===== config.mk =====
export PLATFORM = sky130hd
export DESIGN_NAME = cap_core
export DESIGN_NICKNAME = d
export VERILOG_FILES = /design/src/verilog/cap_pkg.sv /design/src/verilog/cap_persist.sv /design/src/verilog/cap_core.sv
export SDC_FILE = /design/constraint.sdc
export NUM_CORES = 1
export LEC_CHECK = 0
export BUFFER_PORTS_ARGS = -buffer_cell sky130_fd_sc_hd__buf_2
export CAP_MARGIN = 20
export CELL_PAD_IN_SITES_DETAIL_PLACEMENT = 0
export CELL_PAD_IN_SITES_GLOBAL_PLACEMENT = 2
export CORE_MARGIN = 10
export CORE_UTILIZATION = 30
export DETAILED_ROUTE_END_ITERATION = 12
export GPL_ROUTABILITY_DRIVEN = 0
export PLACE_DENSITY_LB_ADDON = 0.1
export SETUP_SLACK_MARGIN = 0.4
export SYNTH_ARGS = -nofsm -noshare
export SYNTH_HDL_FRONTEND = slang
export SYNTH_SLANG_ARGS = --single-unit

===== constraint.sdc =====
create_clock -name core_clk_i -period 5.43 [get_ports core_clk_i]
set_input_delay 0 -clock core_clk_i [delete_from_list [all_inputs] [get_ports core_clk_i]]
set_output_delay 0 -clock core_clk_i [all_outputs]
set_load 0.05 [all_outputs]

===== src/verilog/cap_pkg.sv =====
// constants and types for current adc post-processing
package cap_pkg;

    // =========================================================
    // extended configuration register layout
    localparam int unsigned CFG_GROUND_SWITCH_PIN_BIT  = 7;
    localparam int unsigned CFG_ACC_LSB     = 5;
    localparam int unsigned CFG_CMP_LSB     = 3;
    localparam int unsigned CFG_ORNG_BIT    = 2;
    localparam int unsigned CFG_RSVD_BIT    = 1;
    localparam int unsigned CFG_RCNT_BIT    = 0;
    localparam logic [7:0]  CFG_RESET       = 8'h00;
    localparam logic [7:0]  CFG_WR_MASK     = 8'hFD;

    // =========================================================
    // reset values of the counters and accumulator
    localparam logic [31:0] ACC_RESET       = 32'h0000_0000;
    localparam logic [7:0]  THR_CNT_RESET   = 8'h00;
    localparam logic [7:0]  THR_CNT_MAX     = 8'hFF;
    localparam logic [15:0] RES_CNT_RESET   = 16'h0000;
    localparam logic [15:0] VT_RESET        = 16'h0000;

    // =========================================================
    // overrange persistence time at the 125 MHz core clock
    localparam int unsigned CLK_MHZ         = 125;
    localparam int unsigned ORNG_TIME_NS    = 125000;
    localparam int unsigned ORNG_CYCLES     =
        (ORNG_TIME_NS * CLK_MHZ + 999) / 1000;

    // =========================================================
    // mode encodings
    typedef enum logic [1:0] {
        CAP_ACC_OFF     = 2'b00,
        CAP_ACC_CLAMP   = 2'b01,
        CAP_ACC_SIGNED  = 2'b10,
        CAP_ACC_UNDEF   = 2'b11
    } cap_acc_mode_e;

    typedef enum logic [1:0] {
        CAP_CMP_OFF     = 2'b00,
        CAP_CMP_PLAIN   = 2'b01,
        CAP_CMP_CLEAR   = 2'b10,
        CAP_CMP_DECR    = 2'b11
    } cap_cmp_mode_e;

endpackage


===== src/verilog/cap_persist.sv =====
// persistence filter: flags a level held longer than a cycle count
`timescale 1ns/1ps

module cap_persist #(
    parameter int unsigned CYCLES = 16
) (
    // clock, reset, enable
    input  wire logic core_clk_i,
    input  wire logic srst_i,
    input  wire logic ce_i,
    // filter
    input  wire logic enable_i,
    input  wire logic level_i,
    output logic      hit_o
);

    localparam int unsigned W = $clog2(CYCLES + 2);
    localparam logic [W-1:0] LIMIT = W'(CYCLES);

    logic [W-1:0] count;
    logic [W-1:0] next_count;
    logic         next_hit;

    // =========================================================
    // count while continuously high; one pulse once past the limit
    always_comb begin
        next_count = count;
        next_hit   = 1'b0;
        if (!enable_i || !level_i) begin
            next_count = '0;
        end else if (count <= LIMIT) begin
            next_count = count + W'(1);
            next_hit   = (count == LIMIT);
        end
    end

    always_ff @(posedge core_clk_i) begin
        if (srst_i) begin
            count <= '0;
            hit_o <= 1'b0;
        end else if (ce_i) begin
            count <= next_count;
            hit_o <= next_hit;
        end
    end

endmodule


===== src/verilog/cap_core.sv =====
// current adc extended configuration and result post-processing
`timescale 1ns/1ps

module cap_core #(
    parameter int unsigned ORNG_CYCLES = cap_pkg::ORNG_CYCLES
) (
    // clock, reset, enable
    input  wire logic        core_clk_i,
    input  wire logic        srst_i,
    input  wire logic        ce_i,
    // extended configuration register port
    input  wire logic        cfg_wr_i,
    input  wire logic [7:0]  cfg_wdata_i,
    output logic      [7:0]  cfg_rdata_o,
    // companion register values and write strobes
    input  wire logic [15:0] current_threshold_i,
    input  wire logic [7:0]  threshold_count_limit_i,
    input  wire logic [15:0] result_count_limit_i,
    input  wire logic        twos_comp_i,
    input  wire logic        ctl_wr_i,
    input  wire logic        mode_wr_i,
    // current conversion results
    input  wire logic        cur_ready_i,
    input  wire logic [15:0] cur_result_i,
    // voltage/temperature conversion results
    input  wire logic        vt_ready_i,
    input  wire logic [15:0] vt_result_i,
    // coarse overrange comparator, analog side
    input  wire logic        coarse_over_i,
    // status flag clears
    input  wire logic        cmp_clr_i,
    input  wire logic        orng_clr_i,
    // outputs
    output logic             ground_switch_pin_o,
    output logic      [31:0] accumulator_o,
    output logic      [7:0]  threshold_count_value_o,
    output logic      [15:0] result_count_value_o,
    output logic             cmp_flag_o,
    output logic             orng_flag_o,
    output logic             cur_irq_o,
    output logic      [15:0] vt_result_o
);

    // =========================================================
    // configuration register
    logic [7:0] cfg;
    logic [7:0] next_cfg;
    logic       ground_switch_pin;
    logic       next_ground_switch_pin;

    always_comb begin
        next_cfg    = cfg;
        if (cfg_wr_i) begin
            // reserved bit kept at zero whatever is written
            next_cfg = cfg_wdata_i & cap_pkg::CFG_WR_MASK;
        end
        next_ground_switch_pin = next_cfg[cap_pkg::CFG_GROUND_SWITCH_PIN_BIT];
    end

    always_ff @(posedge core_clk_i) begin
        if (srst_i) begin
            cfg    <= cap_pkg::CFG_RESET;
            ground_switch_pin <= 1'b0;
        end else if (ce_i) begin
            cfg    <= next_cfg;
            ground_switch_pin <= next_ground_switch_pin;
        end
    end

    cap_pkg::cap_acc_mode_e acc_mode;
    cap_pkg::cap_cmp_mode_e cmp_mode;
    logic                   orng_en;
    logic                   rcnt_en;

    assign acc_mode = cap_pkg::cap_acc_mode_e'(
        cfg[cap_pkg::CFG_ACC_LSB +: 2]);
    assign cmp_mode = cap_pkg::cap_cmp_mode_e'(
        cfg[cap_pkg::CFG_CMP_LSB +: 2]);
    assign orng_en  = cfg[cap_pkg::CFG_ORNG_BIT];
    assign rcnt_en  = cfg[cap_pkg::CFG_RCNT_BIT];

    // =========================================================
    // sample shaping shared by accumulator and comparator
    logic [31:0] sample_ext;
    logic [15:0] magnitude;
    logic [15:0] thr_cmp;
    logic        at_or_above;

    always_comb begin
        if (twos_comp_i) begin
            sample_ext = {{16{cur_result_i[15]}}, cur_result_i};
            magnitude  = cur_result_i[15] ?
                         16'(~cur_result_i + 16'h0001) : cur_result_i;
            thr_cmp    = {1'b0, current_threshold_i[14:0]};
        end else begin
            sample_ext = {16'h0000, cur_result_i};
            magnitude  = cur_result_i;
            thr_cmp    = current_threshold_i;
        end
        at_or_above = (magnitude >= thr_cmp);
    end

    // =========================================================
    // accumulator
    logic [31:0] acc;
    logic [31:0] next_acc;
    logic [31:0] acc_sum;

    // plain 32-bit add: positive overflow wraps by design
    assign acc_sum = acc + sample_ext;

    always_comb begin
        next_acc = acc;
        unique case (acc_mode)
            cap_pkg::CAP_ACC_OFF: begin
                next_acc = cap_pkg::ACC_RESET;
            end
            cap_pkg::CAP_ACC_CLAMP: begin
                if (cur_ready_i) begin
                    // clamp only when a negative sample pulls below zero
                    if (sample_ext[31] && acc_sum[31]) begin
                        next_acc = cap_pkg::ACC_RESET;
                    end else begin
                        next_acc = acc_sum;
                    end
                end
            end
            cap_pkg::CAP_ACC_SIGNED: begin
                if (cur_ready_i) begin
                    next_acc = acc_sum;
                end
            end
            cap_pkg::CAP_ACC_UNDEF: begin
                next_acc = acc;
            end
        endcase
    end

    always_ff @(posedge core_clk_i) begin
        if (srst_i) begin
            acc <= cap_pkg::ACC_RESET;
        end else if (ce_i) begin
            acc <= next_acc;
        end
    end

    // =========================================================
    // threshold comparator and counter
    logic [7:0] thr_cnt;
    logic [7:0] next_thr_cnt;
    logic       cmp_flag;
    logic       next_cmp_flag;
    logic       cmp_hit;

    always_comb begin
        next_thr_cnt = thr_cnt;
        cmp_hit      = 1'b0;
        unique case (cmp_mode)
            cap_pkg::CAP_CMP_OFF: begin
                next_thr_cnt = cap_pkg::THR_CNT_RESET;
            end
            cap_pkg::CAP_CMP_PLAIN: begin
                cmp_hit = cur_ready_i && at_or_above;
            end
            cap_pkg::CAP_CMP_CLEAR,
            cap_pkg::CAP_CMP_DECR: begin
                if (cur_ready_i) begin
                    if (at_or_above) begin
                        // saturate rather than wrap back through the limit
                        if (thr_cnt != cap_pkg::THR_CNT_MAX) begin
                            next_thr_cnt = thr_cnt + 8'h01;
                        end
                    end else if (cmp_mode == cap_pkg::CAP_CMP_CLEAR) begin
                        next_thr_cnt = cap_pkg::THR_CNT_RESET;
                    end else if (thr_cnt != cap_pkg::THR_CNT_RESET) begin
                        next_thr_cnt = thr_cnt - 8'h01;
                    end
                    cmp_hit = at_or_above &&
                        (next_thr_cnt == threshold_count_limit_i);
                end
            end
        endcase
        // set wins over a simultaneous clear
        next_cmp_flag = cmp_hit || (cmp_flag && !cmp_clr_i);
    end

    always_ff @(posedge core_clk_i) begin
        if (srst_i) begin
            thr_cnt  <= cap_pkg::THR_CNT_RESET;
            cmp_flag <= 1'b0;
        end else if (ce_i) begin
            thr_cnt  <= next_thr_cnt;
            cmp_flag <= next_cmp_flag;
        end
    end

    // =========================================================
    // result counter and current interrupt
    logic [15:0] res_cnt;
    logic [15:0] next_res_cnt;
    logic [15:0] res_inc;
    logic        cur_irq;
    logic        next_cur_irq;

    assign res_inc = res_cnt + 16'h0001;

    always_comb begin
        next_res_cnt = res_cnt;
        next_cur_irq = 1'b0;
        if (ctl_wr_i || mode_wr_i) begin
            next_res_cnt = cap_pkg::RES_CNT_RESET;
        end else if (cur_ready_i) begin
            if (!rcnt_en) begin
                next_cur_irq = 1'b1;
            end else if (res_inc == result_count_limit_i) begin
                next_cur_irq = 1'b1;
                next_res_cnt = cap_pkg::RES_CNT_RESET;
            end else begin
                next_res_cnt = res_inc;
            end
        end
    end

    always_ff @(posedge core_clk_i) begin
        if (srst_i) begin
            res_cnt <= cap_pkg::RES_CNT_RESET;
            cur_irq <= 1'b0;
        end else if (ce_i) begin
            res_cnt <= next_res_cnt;
            cur_irq <= next_cur_irq;
        end
    end

    // =========================================================
    // voltage/temperature latest result
    logic [15:0] vt_last;
    logic [15:0] next_vt_last;

    // intermediate results are simply overwritten, never queued
    always_comb begin
        next_vt_last = vt_ready_i ? vt_result_i : vt_last;
    end

    always_ff @(posedge core_clk_i) begin
        if (srst_i) begin
            vt_last <= cap_pkg::VT_RESET;
        end else if (ce_i) begin
            vt_last <= next_vt_last;
        end
    end

    // =========================================================
    // overrange: synchronise the analog level, then filter
    logic over_meta;
    logic over_sync;
    logic orng_hit;
    logic orng_flag;
    logic next_orng_flag;

    always_ff @(posedge core_clk_i) begin
        if (srst_i) begin
            over_meta <= 1'b0;
            over_sync <= 1'b0;
        end else if (ce_i) begin
            over_meta <= coarse_over_i;
            over_sync <= over_meta;
        end
    end

    cap_persist #(
        .CYCLES     (ORNG_CYCLES)
    ) u_orng_filter (
        .core_clk_i (core_clk_i),
        .srst_i     (srst_i),
        .ce_i       (ce_i),
        .enable_i   (orng_en),
        .level_i    (over_sync),
        .hit_o      (orng_hit)
    );

    always_comb begin
        next_orng_flag = (orng_en && orng_hit) ||
                         (orng_flag && !orng_clr_i);
    end

    always_ff @(posedge core_clk_i) begin
        if (srst_i) begin
            orng_flag <= 1'b0;
        end else if (ce_i) begin
            orng_flag <= next_orng_flag;
        end
    end

    // =========================================================
    // outputs, all straight from flip-flops
    assign cfg_rdata_o             = cfg;
    assign ground_switch_pin_o     = ground_switch_pin;
    assign accumulator_o           = acc;
    assign threshold_count_value_o = thr_cnt;
    assign result_count_value_o    = res_cnt;
    assign cmp_flag_o              = cmp_flag;
    assign orng_flag_o             = orng_flag;
    assign cur_irq_o               = cur_irq;
    assign vt_result_o             = vt_last;

endmodule


==> results of run 1 <==
worst max-delay path by stage:
stage                     startpoint         end
floorplan           cur_result_i[15]  cmp_flag_o
global placement    cur_result_i[15]  cmp_flag_o
detailed placement  cur_result_i[15]  cmp_flag_o
CTS                 cur_result_i[15]  cmp_flag_o
global route         cur_result_i[3]  cmp_flag_o
finish               cur_result_i[3]  cmp_flag_o
sequential cells by signal, summed over array words and instances (netlist names):
signal	count
cur_irq_o	1
orng_flag_o	1
cfg_rdata_o	7
over_meta	1
cmp_flag_o	1
result_count_value_o	16
over_sync	1
threshold_count_value_o	8
accumulator_o	32
u_orng_filter.count	14
u_orng_filter.hit_o	1
vt_result_o	16
cells by family (layout without fill, tap and decap cells):
logic type	after synthesis	in the layout	share of synthesized area [%]
compound gates	264	264	23.5
other cells	1	2	0.0504
xor+xnor	84	84	9.89
fa+ha+maj	59	59	10.0
buf+inv	90	268	5.38
mux	20	20	2.72
flops	99	99	26.6
simple gates	332	332	21.8
per-stage QoR:
step	cell area, sq um	std cells	total power [mW]	hold WS, ns	utilization [%]
finish	9140	1452	1.75	0.0126	37.5
global route	9140	1452	1.84	0.0200	37.5
CTS	9140	1451	1.79	0.000211	37.5
detailed placement	8550	1406	1.08	0.245	35.0
global placement	8550	1406	1.08	0.242	35.0
floorplan	7440	949	0.973	0.136	-
layer usage:
metal  GRT usage (%)  wire length (um)  share of wire, %  vias to the layer above
met3            4.06              1480               6.0                       11
met2            22.9             10500                43                      151
li1                -                 -                 -                     3763
met5               0                 0                 0                        -
met4            2.88               163              0.67                        0
met1            21.0             12300                51                     3298
worst max-delay path: cells and delay by family:
kind            cells  cell delay (ns)
compound gates      5             1.51
simple gates        5             1.29
buf+inv             3             1.01
mux                 2             0.37
xor+xnor            2             0.32
fa+ha+maj           1             0.30
power by group:
group / total (mW) / switching, mW / leakage (nW) / internal, mW
registers: 0.745 / 0.00871 / 0.800 / 0.736
clock network: 0.671 / 0.310 / 0.144 / 0.360
logic: 0.333 / 0.203 / 3.09 / 0.130
layout by cell type (no fill, tap or decap), types with 5 or more instances in the layout:
cell,count
or2_2,6
nor4_1,8
nand3_1,37
a21o_1,20
ha_1,58
inv_1,44
o21ai_0,39
mux2i_1,18
buf_2,173
o21a_1,5
and3_1,10
nor2b_1,13
dfxtp_1,99
or4_1,6
nand4_1,10
nor2_1,59
a22oi_1,5
buf_4,6
o211ai_1,12
a31oi_1,11
clkbuf_16,9
a211oi_1,7
or3_1,10
a21oi_1,90
nor3_1,18
nand2b_1,8
a22o_1,30
xor2_1,31
and2_1,5
dlygate4sd3_1,30
nand2_1,119
xnor2_1,53
cell type report:
| class | count | area [sq um] |
|---|---|---|
| fill | 2652 | 15300 |
| multi-input combinational | 760 | 5080 |
| sequential | 99 | 1980 |
| timing repair buffer | 209 | 1210 |
| tap | 324 | 405 |
| clock buffer | 10 | 229 |
| inverter | 44 | 165 |
| clock inverter | 5 | 61.3 |
| antenna | 1 | 2.50 |
==> metrics.cfg, run 1 <==
[status]
status=completed

[synthesis]
post-synth-top-count-cell=nand2_1
syn_area_sq_mm=0.00744
ys_async_sr_fraction_pct=0
synth_edf_count=0
synth_cell_type_count=74
synth.area.top_cells=dfxtp_1, ha_1, xnor2_1
synth_top_cell_by_area=dfxtp_1
synth_seq_cells=99
netlist_top_cells_count=nand2_1, dfxtp_1, a21oi_1
synthCells=949
seq_area_frac_synth_pct=26.6
ys.flop_type=dfxtp_1
ys_warn_count=0
syn_nets=1100
yosysTopAreaCellShare_pct=26.6
syn-mean-instance-area_sq_um=7.84

[sta]
hold_viol=0
slew_violations=0
min_period_over_period_pct=83.1
fin_ws_ns=0.918
rsz0062_at_grt=false
fmax_mhz=222
worst_pin_slew_ns=0.962
min_period_ns=4.51
setup_viol=0
relSlewSlack_pct=35.8
tns_ns=0
skew_ns=0.0193

[routing]
vias=7223
dr.pass1.iters=4
antenna_left=0
drc=0
drt-initial-drc-count=395
wl_per_cell_um=16.8
totalWireLength_um=24400
via_per_inst=4.97

[setup_path]
setup.worst_path.start_class=input pin
critical_path_arrival_ns=4.80
critical_path.max_stage_delay_ns=0.93
crit_path_top_delay_cell=a2111oi_4
path_cells=buf_2 -> nor3_1 -> nand2b_1 -> nor4_1 -> and2_1 -> a31oi_1 -> xor2_1 -> ha_1 -> nand4_1 -> a2111oi_0 -> a2111oi_4 -> buf_4 -> mux2i_1 -> mux2i_1 -> xor2_1 -> o2111ai_1 -> o31ai_1 -> dlygate4sd3_1
critPathCaptureType=flip-flop
r2r_end=cmp_flag_o
required_ns=5.72
r2r_cells=11
reg2reg_from=threshold_count_value_o[0]
reg2reg_slack_ns=1.74
cp_max_fo=14
worstSetupPathType=in -> reg

[clocking]
postCtsSetupBuffers=0
cts_tree=yes
clk_pin_slew_worst_paths_ns=0.07
worstSkewPairLatency_ns=0.36
numCtsBuffers=9
cts_htree_levels=3
cts_max_path_buffers=2
ctsHoldBuffers=30
root_buffer=clkbuf_16
clock_sinks=99
cts_resized=0

[placement]
dp.final_hpwl_um=19000
place_ws_ns=1.12
port_buffers=173

[power_and_ir_drop]
p_leak_nw=4.04
power_density_mw_per_mm2=191
irDropWorstVdd_v=0.000127

[die]
rows=57
coreArea_sq_mm=0.0244
ios=176
fp.dieH_um=178
fp.dieW_um=178
die_area_sq_mm=0.0315
initial_core_util_pct=30.5

[grt]
antenna_found_initial=1
groute.usage.overall_pct=15.1
grt_start_max_net_pins=53
grt_pass1_wl_um=38600
grt_pass1_vias=7154
grt_overflow_total=0

[cells_and_area]
drive_above_1_share_pct=18.9
syn_to_final_growth_pct=22.8
fin_nets=1274

[worst_hold_path]
hold_class=in -> reg
hold_end=cfg_rdata_o[4]
min_path_cells=3
worstHoldStart=cfg_wr_i

[run]
cap_violations=0

Note: power is estimated with default switching activity, not from simulation.
==> run 2, diff against run 1 <==
==> constraint.sdc (replaced) <==
create_clock -name core_clk_i -period 4.3 [get_ports core_clk_i]
set_input_delay 0 -clock core_clk_i [delete_from_list [all_inputs] [get_ports core_clk_i]]
set_output_delay 0 -clock core_clk_i [all_outputs]
set_load 0.05 [all_outputs]
==> run 2 against run 1 <==
Against the previous run: wire length is 0.94% higher; sequential cell count stayed put; non-clock buffer count is 8 higher; largest power group unchanged.
==> metrics.cfg, run 2 (synthesized netlist as in run 1, its figures left out) <==
[setup_path]
crit_start=result_count_value_o[0]  ; was cur_result_i[3]
path_cells=ha_1 -> nand4_1 -> nor3_1 -> xnor2_1 -> nand4_1 -> or4_1 -> o311a_1 -> nor2b_4 -> a21oi_1 -> mux2i_1  ; was buf_2 -> nor3_1 -> nand2b_1 -> nor4_1 -> and2_1 -> a31oi_1 -> xor2_1 -> ha_1 -> nand4_1 -> a2111oi_0 -> a2111oi_4 -> buf_4 -> mux2i_1 -> mux2i_1 -> xor2_1 -> o2111ai_1 -> o31ai_1 -> dlygate4sd3_1
critical_path.max_stage_delay_ns=0.49  ; was 0.93 ns
critPathCaptureType=flip-flop  ; unchanged
cp_num_cells=10  ; was 18
required_ns=4.54  ; was 5.72 ns
critical_path.top_delay_family=simple AND/OR/NAND/NOR gates  ; was compound AO/OA/AOI/OAI gates
reg2reg_from=result_count_value_o[0]  ; was threshold_count_value_o[0]
crit_end=result_count_value_o[10]  ; was cmp_flag_o
crit_path_top_delay_cell=dfxtp_1  ; was a2111oi_4
r2r_end=result_count_value_o[10]  ; was cmp_flag_o
reg2reg_slack_ns=0.82  ; was 1.74 ns
setup.worst_path.start_class=flip-flop  ; was input pin
cpMostUsedCell=nand4_1
worstSetupPathType=reg -> reg  ; was in -> reg
cp_max_fo=18  ; was 14
r2r_cells=10  ; was 11
worst-path-buf-inv=0  ; was 3
critical_path_arrival_ns=3.72  ; was 4.80 ns

[cells_and_area]
largest_register_ffs=32  ; unchanged
fin_nets=1282  ; was 1274
final_util_pct=37.8  ; was 37.5%
syn_to_final_growth_pct=24.0  ; was 22.8%
fill_cells=2663  ; was 2652
num_antenna_cells=0  ; was 1
layout_common_cells=buf_2, nand2_1, dfxtp_1  ; unchanged
stdcell_area_sq_mm=0.00923  ; was 0.00914 sq mm
drive_above_1_share_pct=19.6  ; was 18.9%
layout_commonest_cell=buf_2  ; unchanged

[power_and_ir_drop]
switching_share_pct=30.3  ; was 29.8%
internal_power_mw=1.56  ; was 1.23 mW
seqPwrFrac_pct=42.0  ; was 42.6%
irDropWorstVdd_v=0.000167  ; was 0.000127 V
p_comb_share_pct=19.0  ; about the same
power_density_mw_per_mm2=243  ; was 191 mW/mm^2
switchingPower_mw=0.679  ; was 0.522 mW
power.total_mw=2.24  ; was 1.75 mW
p_leak_nw=4.08  ; was 4.04 nW
pwr-share-clk_pct=39.0  ; was 38.4%

[clocking]
worstSkewPairLatency_ns=0.36  ; about the same
clk_pin_slew_worst_paths_ns=0.08  ; was 0.07 ns
postCtsSetupBuffers=0  ; unchanged
clock_sinks=99  ; unchanged
cts_max_path_buffers=2  ; unchanged
cts_htree_levels=3  ; unchanged
root_buffer=clkbuf_16  ; unchanged
cts_tree=yes  ; unchanged
numCtsBuffers=9  ; unchanged

[grt]
grt_pass1_vias=7183  ; was 7154
grt_overflow_total=0  ; unchanged
antenna_found_initial=0  ; was 1
busiest_layer=met2  ; unchanged
grt_start_max_net_pins=39  ; was 53
use_met1_pct=20.7  ; was 21.0%
groute.usage.overall_pct=15.2  ; was 15.1%
grt_pass1_wl_um=39000  ; was 38600 um
use_met2_pct=23.6  ; was 22.9%
met3_usage_pct=4.21  ; was 4.06%

[routing]
wl_per_cell_um=16.9  ; was 16.8 um
dr.pass1.iters=5  ; was 4
via_per_inst=5.01  ; was 4.97
totalWireLength_um=24700  ; was 24400 um
drc=0  ; unchanged
drt-initial-drc-count=326  ; was 395
vias=7314  ; was 7223
antenna_left=0  ; unchanged

[worst_hold_path]
hold_class=in -> reg  ; unchanged

[status]
status=completed  ; unchanged

[sta]
relSlewSlack_pct=29.8  ; was 35.8%
tns_ns=0  ; unchanged
setup_viol=0  ; unchanged
fmax_mhz=287
min_period_over_period_pct=81.0
rsz0062_at_grt=true  ; was false
slew_violations=0  ; unchanged
worst_pin_slew_ns=1.04  ; was 0.962 ns
min_period_ns=3.48
skew_ns=0.0136  ; was 0.0193 ns
hold_viol=0  ; unchanged

[die]
rows=57  ; unchanged
initial_core_util_pct=30.5  ; unchanged
die_area_sq_mm=0.0315  ; unchanged
fp.dieH_um=178  ; unchanged
fp.dieW_um=178  ; unchanged
ios=176  ; unchanged
coreArea_sq_mm=0.0244  ; unchanged

[run]
cap_violations=0  ; unchanged

[placement]
port_buffers=173  ; unchanged
dp.final_hpwl_um=19200  ; was 19000 um
dpl_cell_area_sq_mm=0.00860  ; was 0.00855 sq mm

run 2: changes by cell type in the layout (fill, tap and decap cells not counted), sizes merged:
cell / before / now
clkinv: 1 / 2
diode: 1 / 0
inv: 47 / 48
buf: 179 / 186
clkbuf: 10 / 9
dlygate4sd3: 30 / 31
run 2: cell type report:
class	instances	area, sq um	area share, %
inverters	44	165	1.79
multi-input cells	760	5090	55.2
clock inverters	7	81.3	0.881
repair buffers	217	1270	13.8
flip-flops and latches	99	1980	21.5
well taps	324	405	4.39
clock buffers	9	225	2.44
run 2: routing by layer:
metal | share of wire (%) | up-vias
met5 | 0 | -
met4 | 0.57 | 0
met3 | 6.1 | 8
met2 | 44 | 156
met1 | 49 | 3384
li1 | - | 3766
run 2: worst min-delay path by stage:
stage	from	to	slack (ns)	cells past startpoint
2_1_floorplan	vt_result_i[2]	vt_result_o[2]	0.14	2
3_3_place_gp	vt_result_i[15]	vt_result_o[15]	0.24	3
3_5_place_dp	vt_result_i[9]	vt_result_o[9]	0.25	3
4_1_cts	ctl_wr_i	cur_irq_o	0.002	4
5_1_grt	cfg_wr_i	cfg_rdata_o[6]	0.02	3
6_report	threshold_count_limit_i[4]	cmp_flag_o	0.02	4
run 2: metrics by stage:
step                hold WS [ns]  cells  setup WS, ns
floorplan                  0.136    949         0.775
global placement           0.240   1413         0.328
detailed placement         0.246   1413         0.329
CTS                      0.00218   1460         0.616
global route              0.0160   1460         0.399
finish                    0.0172   1460         0.817
run 2: repair_timing:
action	CTS	global route
gates resized for setup	0	3
endpoints found under the hold margin	28	0
hold buffers	31	0
endpoints found under the setup margin	0	21
run 2: worst min-delay path, cell delays in order:
cell       delay [ns]
buf_2            0.09
xor2_1           0.06
o2111ai_1        0.10
o31ai_1          0.07
run 2: power groups by stage:
stage | combinational [mW] | clock (mW) | sequential [mW]
floorplan | 0.228 | 0 | 1.00
global placement | 0.406 | 0 | 0.961
detailed placement | 0.404 | 0 | 0.962
CTS | 0.428 | 0.915 | 0.940
global route | 0.474 | 0.953 | 0.943
finish | 0.424 | 0.873 | 0.940
==> run 3, diff against run 2 <==
--- a/config.mk
+++ b/config.mk
@@ -5,12 +5,13 @@
 export SDC_FILE = /design/constraint.sdc
 export NUM_CORES = 1
 export LEC_CHECK = 0
+export ABC_AREA = 1
 export BUFFER_PORTS_ARGS = -buffer_cell sky130_fd_sc_hd__buf_2
 export CAP_MARGIN = 20
 export CELL_PAD_IN_SITES_DETAIL_PLACEMENT = 0
 export CELL_PAD_IN_SITES_GLOBAL_PLACEMENT = 2
 export CORE_MARGIN = 10
-export CORE_UTILIZATION = 30
+export CORE_UTILIZATION = 29
 export DETAILED_ROUTE_END_ITERATION = 12
 export GPL_ROUTABILITY_DRIVEN = 0
 export PLACE_DENSITY_LB_ADDON = 0.1
==> constraint.sdc (replaced) <==
create_clock -name core_clk_i -period 3.3 [get_ports core_clk_i]
set_input_delay 0 -clock core_clk_i [delete_from_list [all_inputs] [get_ports core_clk_i]]
set_output_delay 0 -clock core_clk_i [all_outputs]
set_load 0.05 [all_outputs]
==> run 3 against run 2 <==
Against the previous run: wire length grew 12%; combinational power grew 82%; cell area grew 9.2%; register-to-register slack lost 0.13 ns; die area grew 8.6%; critical endpoint is now cmp_flag_o; largest cell class unchanged; largest power group unchanged; highest routed layer unchanged.
==> metrics.cfg, run 3 <==
[power_and_ir_drop]
pwr-share-clk_pct=36.1  ; was 39.0%
p_comb_share_pct=24.5  ; was 19.0%
irDropWorstVdd_v=0.000189  ; was 0.000167 V
power.total_mw=3.15  ; was 2.24 mW
switching_share_pct=33.5  ; was 30.3%
internal_power_mw=2.10  ; was 1.56 mW
power_density_mw_per_mm2=313  ; was 243 mW/mm^2
switchingPower_mw=1.05  ; was 0.679 mW
seqPwrFrac_pct=39.4  ; was 42.0%
p_leak_nw=4.71  ; was 4.08 nW

[grt]
grt_start_max_net_pins=64  ; was 39
use_met1_pct=21.2  ; was 20.7%
antenna_found_initial=0  ; unchanged
use_met2_pct=25.9  ; was 23.6%
grt_pass1_vias=8262  ; was 7183
groute.usage.overall_pct=15.9  ; was 15.2%
grt_overflow_total=0  ; unchanged
grt_pass1_wl_um=44000  ; was 39000 um
met3_usage_pct=2.61  ; was 4.21%
busiest_layer=met2  ; unchanged

[cells_and_area]
num_antenna_cells=0  ; unchanged
drive_above_1_share_pct=20.9  ; was 19.6%
largest_register_ffs=32  ; unchanged
multi_input_area_sq_mm=0.00536  ; was 0.00509 sq mm
final_cells=1783  ; was 1460
layout_commonest_cell=nand2_1  ; was buf_2
syn_to_final_growth_pct=27.7  ; was 24.0%
stdcell_area_sq_mm=0.0101  ; was 0.00923 sq mm
fin_nets=1589  ; was 1282
layout_common_cells=nand2_1, buf_2, inv_1  ; was buf_2, nand2_1, dfxtp_1
regArea_sq_mm=0.00198  ; unchanged
fill_cells=2994  ; was 2663
final_util_pct=37.5  ; was 37.8%

[worst_hold_path]
min_path_cells=4  ; unchanged
worstHoldStart=cur_result_i[0]  ; was threshold_count_limit_i[4]
hold_end=accumulator_o[0]  ; was cmp_flag_o
hold_class=in -> reg  ; unchanged

[setup_path]
worst-path-buf-inv=8  ; was 0
cpMostUsedCell=nand2_1  ; was nand4_1
required_ns=3.58  ; was 4.54 ns
critical_path_arrival_ns=3.00  ; was 3.72 ns
critical_path.max_stage_delay_ns=0.28  ; was 0.49 ns
setup.worst_path.start_class=input pin  ; was flip-flop
worstSetupPathType=in -> reg  ; was reg -> reg
critical_path.top_delay_family=simple AND/OR/NAND/NOR gates  ; unchanged
r2r_end=result_count_value_o[2]  ; was result_count_value_o[10]
crit_start=cur_result_i[0]  ; was result_count_value_o[0]
cp_max_fo=6  ; was 18
critPathCaptureType=flip-flop  ; unchanged
crit_path_top_delay_cell=ha_1  ; was dfxtp_1
reg2reg_slack_ns=0.69  ; was 0.82 ns
reg2reg_from=result_count_value_o[0]  ; unchanged
r2r_cells=13  ; was 10

[sta]
setup_viol=0  ; unchanged
hold_viol=0  ; unchanged
fmax_mhz=369
tns_ns=0  ; unchanged
min_period_ns=2.71
min_period_over_period_pct=82.2
worst_pin_slew_ns=0.876  ; was 1.04 ns
fin_ws_ns=0.587  ; was 0.817 ns
rsz0062_at_grt=true  ; unchanged
hold_ws_ns=0.0634  ; was 0.0172 ns
slew_violations=0  ; unchanged
relSlewSlack_pct=41.6  ; was 29.8%
skew_ns=0.0111  ; was 0.0136 ns

[clocking]
worstSkewPairLatency_ns=0.36  ; about the same
clock_sinks=99  ; unchanged
cts_max_path_buffers=2  ; unchanged
clk_pin_slew_worst_paths_ns=0.08  ; about the same
cts_tree=yes  ; unchanged
root_buffer=clkbuf_16  ; unchanged
numCtsBuffers=9  ; unchanged
cts_htree_levels=3  ; unchanged

[routing]
drc=0  ; unchanged
totalWireLength_um=27600  ; was 24700 um
wl_per_cell_um=15.5  ; was 16.9 um
vias=8350  ; was 7314
via_per_inst=4.68  ; was 5.01
antenna_left=0  ; unchanged
dr.pass1.iters=5  ; unchanged
drt-initial-drc-count=365  ; was 326

[run]
cap_violations=0  ; unchanged

[synthesis]
synthCells=1230  ; was 949
synth_cell_type_count=55  ; was 74
netlist_top_cells_count=nand2_1, inv_1, nor2_1  ; was nand2_1, dfxtp_1, a21oi_1
seq_area_frac_synth_pct=25.1  ; was 26.6%
yosysTopAreaCellShare_pct=25.1  ; was 26.6%
syn-mean-instance-area_sq_um=6.42  ; was 7.84 sq um
syn_nets=1381  ; was 1100
post-synth-top-count-cell=nand2_1  ; unchanged
synth_edf_count=0  ; unchanged
synth_top_cell_by_area=dfxtp_1  ; unchanged
syn_area_sq_mm=0.00789  ; was 0.00744 sq mm
ys.flop_type=dfxtp_1  ; unchanged
ys_warn_count=0  ; unchanged
ys_async_sr_fraction_pct=0  ; unchanged
synth_seq_cells=99  ; unchanged
synth.area.top_cells=dfxtp_1, nand2_1, ha_1  ; was dfxtp_1, ha_1, xnor2_1

[placement]
dp.final_hpwl_um=21700  ; was 19200 um
port_buffers=173  ; unchanged
place_ws_ns=-0.0622  ; was 0.329 ns
dpl_cell_area_sq_mm=0.00915  ; was 0.00860 sq mm
dp.cells=1728  ; was 1413

[status]
status=completed  ; unchanged

[die]
ios=176  ; unchanged
initial_core_util_pct=29.4  ; was 30.5%
fp.dieH_um=185  ; was 178 um
rows=60  ; was 57
coreArea_sq_mm=0.0269  ; was 0.0244 sq mm
fp.dieW_um=185  ; was 178 um
die_area_sq_mm=0.0342  ; was 0.0315 sq mm

-- run 3: changes by cell type after synthesis, sizes merged, moves of 18 or more --
cell | before | now
nand3 | 37 | 65
inv | 44 | 162
nor2 | 60 | 154
xnor2 | 53 | 15
a21oi | 93 | 123
a22o | 30 | 0
nand2 | 120 | 323
o21ai | 40 | 62
mux2i | 18 | 0
-- run 3: layer usage --
layer	routed length [um]	vias to the layer above
met5	0	-
met4	314	0
met3	1190	19
met2	12800	142
met1	13300	3800
li1	-	4389
-- run 3: layout make-up --
| type | instances | share of cell area, % |
|---|---|---|
| clock inverters | 6 | 0.745 |
| clock buffers | 9 | 2.23 |
| multi-input cells | 940 | 53.2 |
| well taps | 341 | 4.23 |
| flip-flops and latches | 99 | 19.7 |
| repair buffers | 225 | 13.7 |
| inverters | 163 | 6.22 |
-- run 3: worst max path at each step --
stage | cells past startpoint | slack (ns) | endpoint
after global routing | 27 | 0.27 | cmp_flag_o
after global placement | 26 | -0.008 | cmp_flag_o
after CTS | 29 | 0.43 | cmp_flag_o
after detailed placement | 26 | -0.06 | cmp_flag_o
after floorplan | 25 | 0.44 | cmp_flag_o
final | 28 | 0.59 | cmp_flag_o
-- run 3: worst register-to-register path: cells and delay by family (launching register included) --
kind,cells,cell delay (ns)
buffers and inverters,1,0.07
and+or+nand+nor,8,1.15
xor gates and xnor gates,2,0.46
adders and majority gates,1,0.24
DFF,1,0.46
AOI/OAI and AO/OA,1,0.07
-- run 3: power groups by stage --
stage / Combinational [mW] / Clock [mW] / Sequential, mW
final: 0.773 / 1.14 / 1.24
after global routing: 0.866 / 1.22 / 1.25
after CTS: 0.742 / 1.19 / 1.24
after detailed placement: 0.687 / 0 / 1.27
after global placement: 0.688 / 0 / 1.27
after floorplan: 0.378 / 0 / 1.36
-- run 3: cell families after synthesis --
kind of cell / share of synthesized area, %
fa+ha+maj: 9.45
compound gates: 16.0
other cells: 0.0475
flops: 25.1
buf+inv: 9.61
xor+xnor: 7.36
simple gates: 32.4
-- run 3: timing repair --
| item | 4_1_cts | 5_1_grt |
|---|---|---|
| pin swaps | 14 | 27 |
| gates cloned | 0 | 0 |
| hold buffers | 31 | 0 |
| hold endpoints to repair | 27 | 0 |
| gates resized for setup | 17 | 41 |
| endpoints found under the setup margin | 1 | 8 |
| buffers inserted | 7 | 2 |
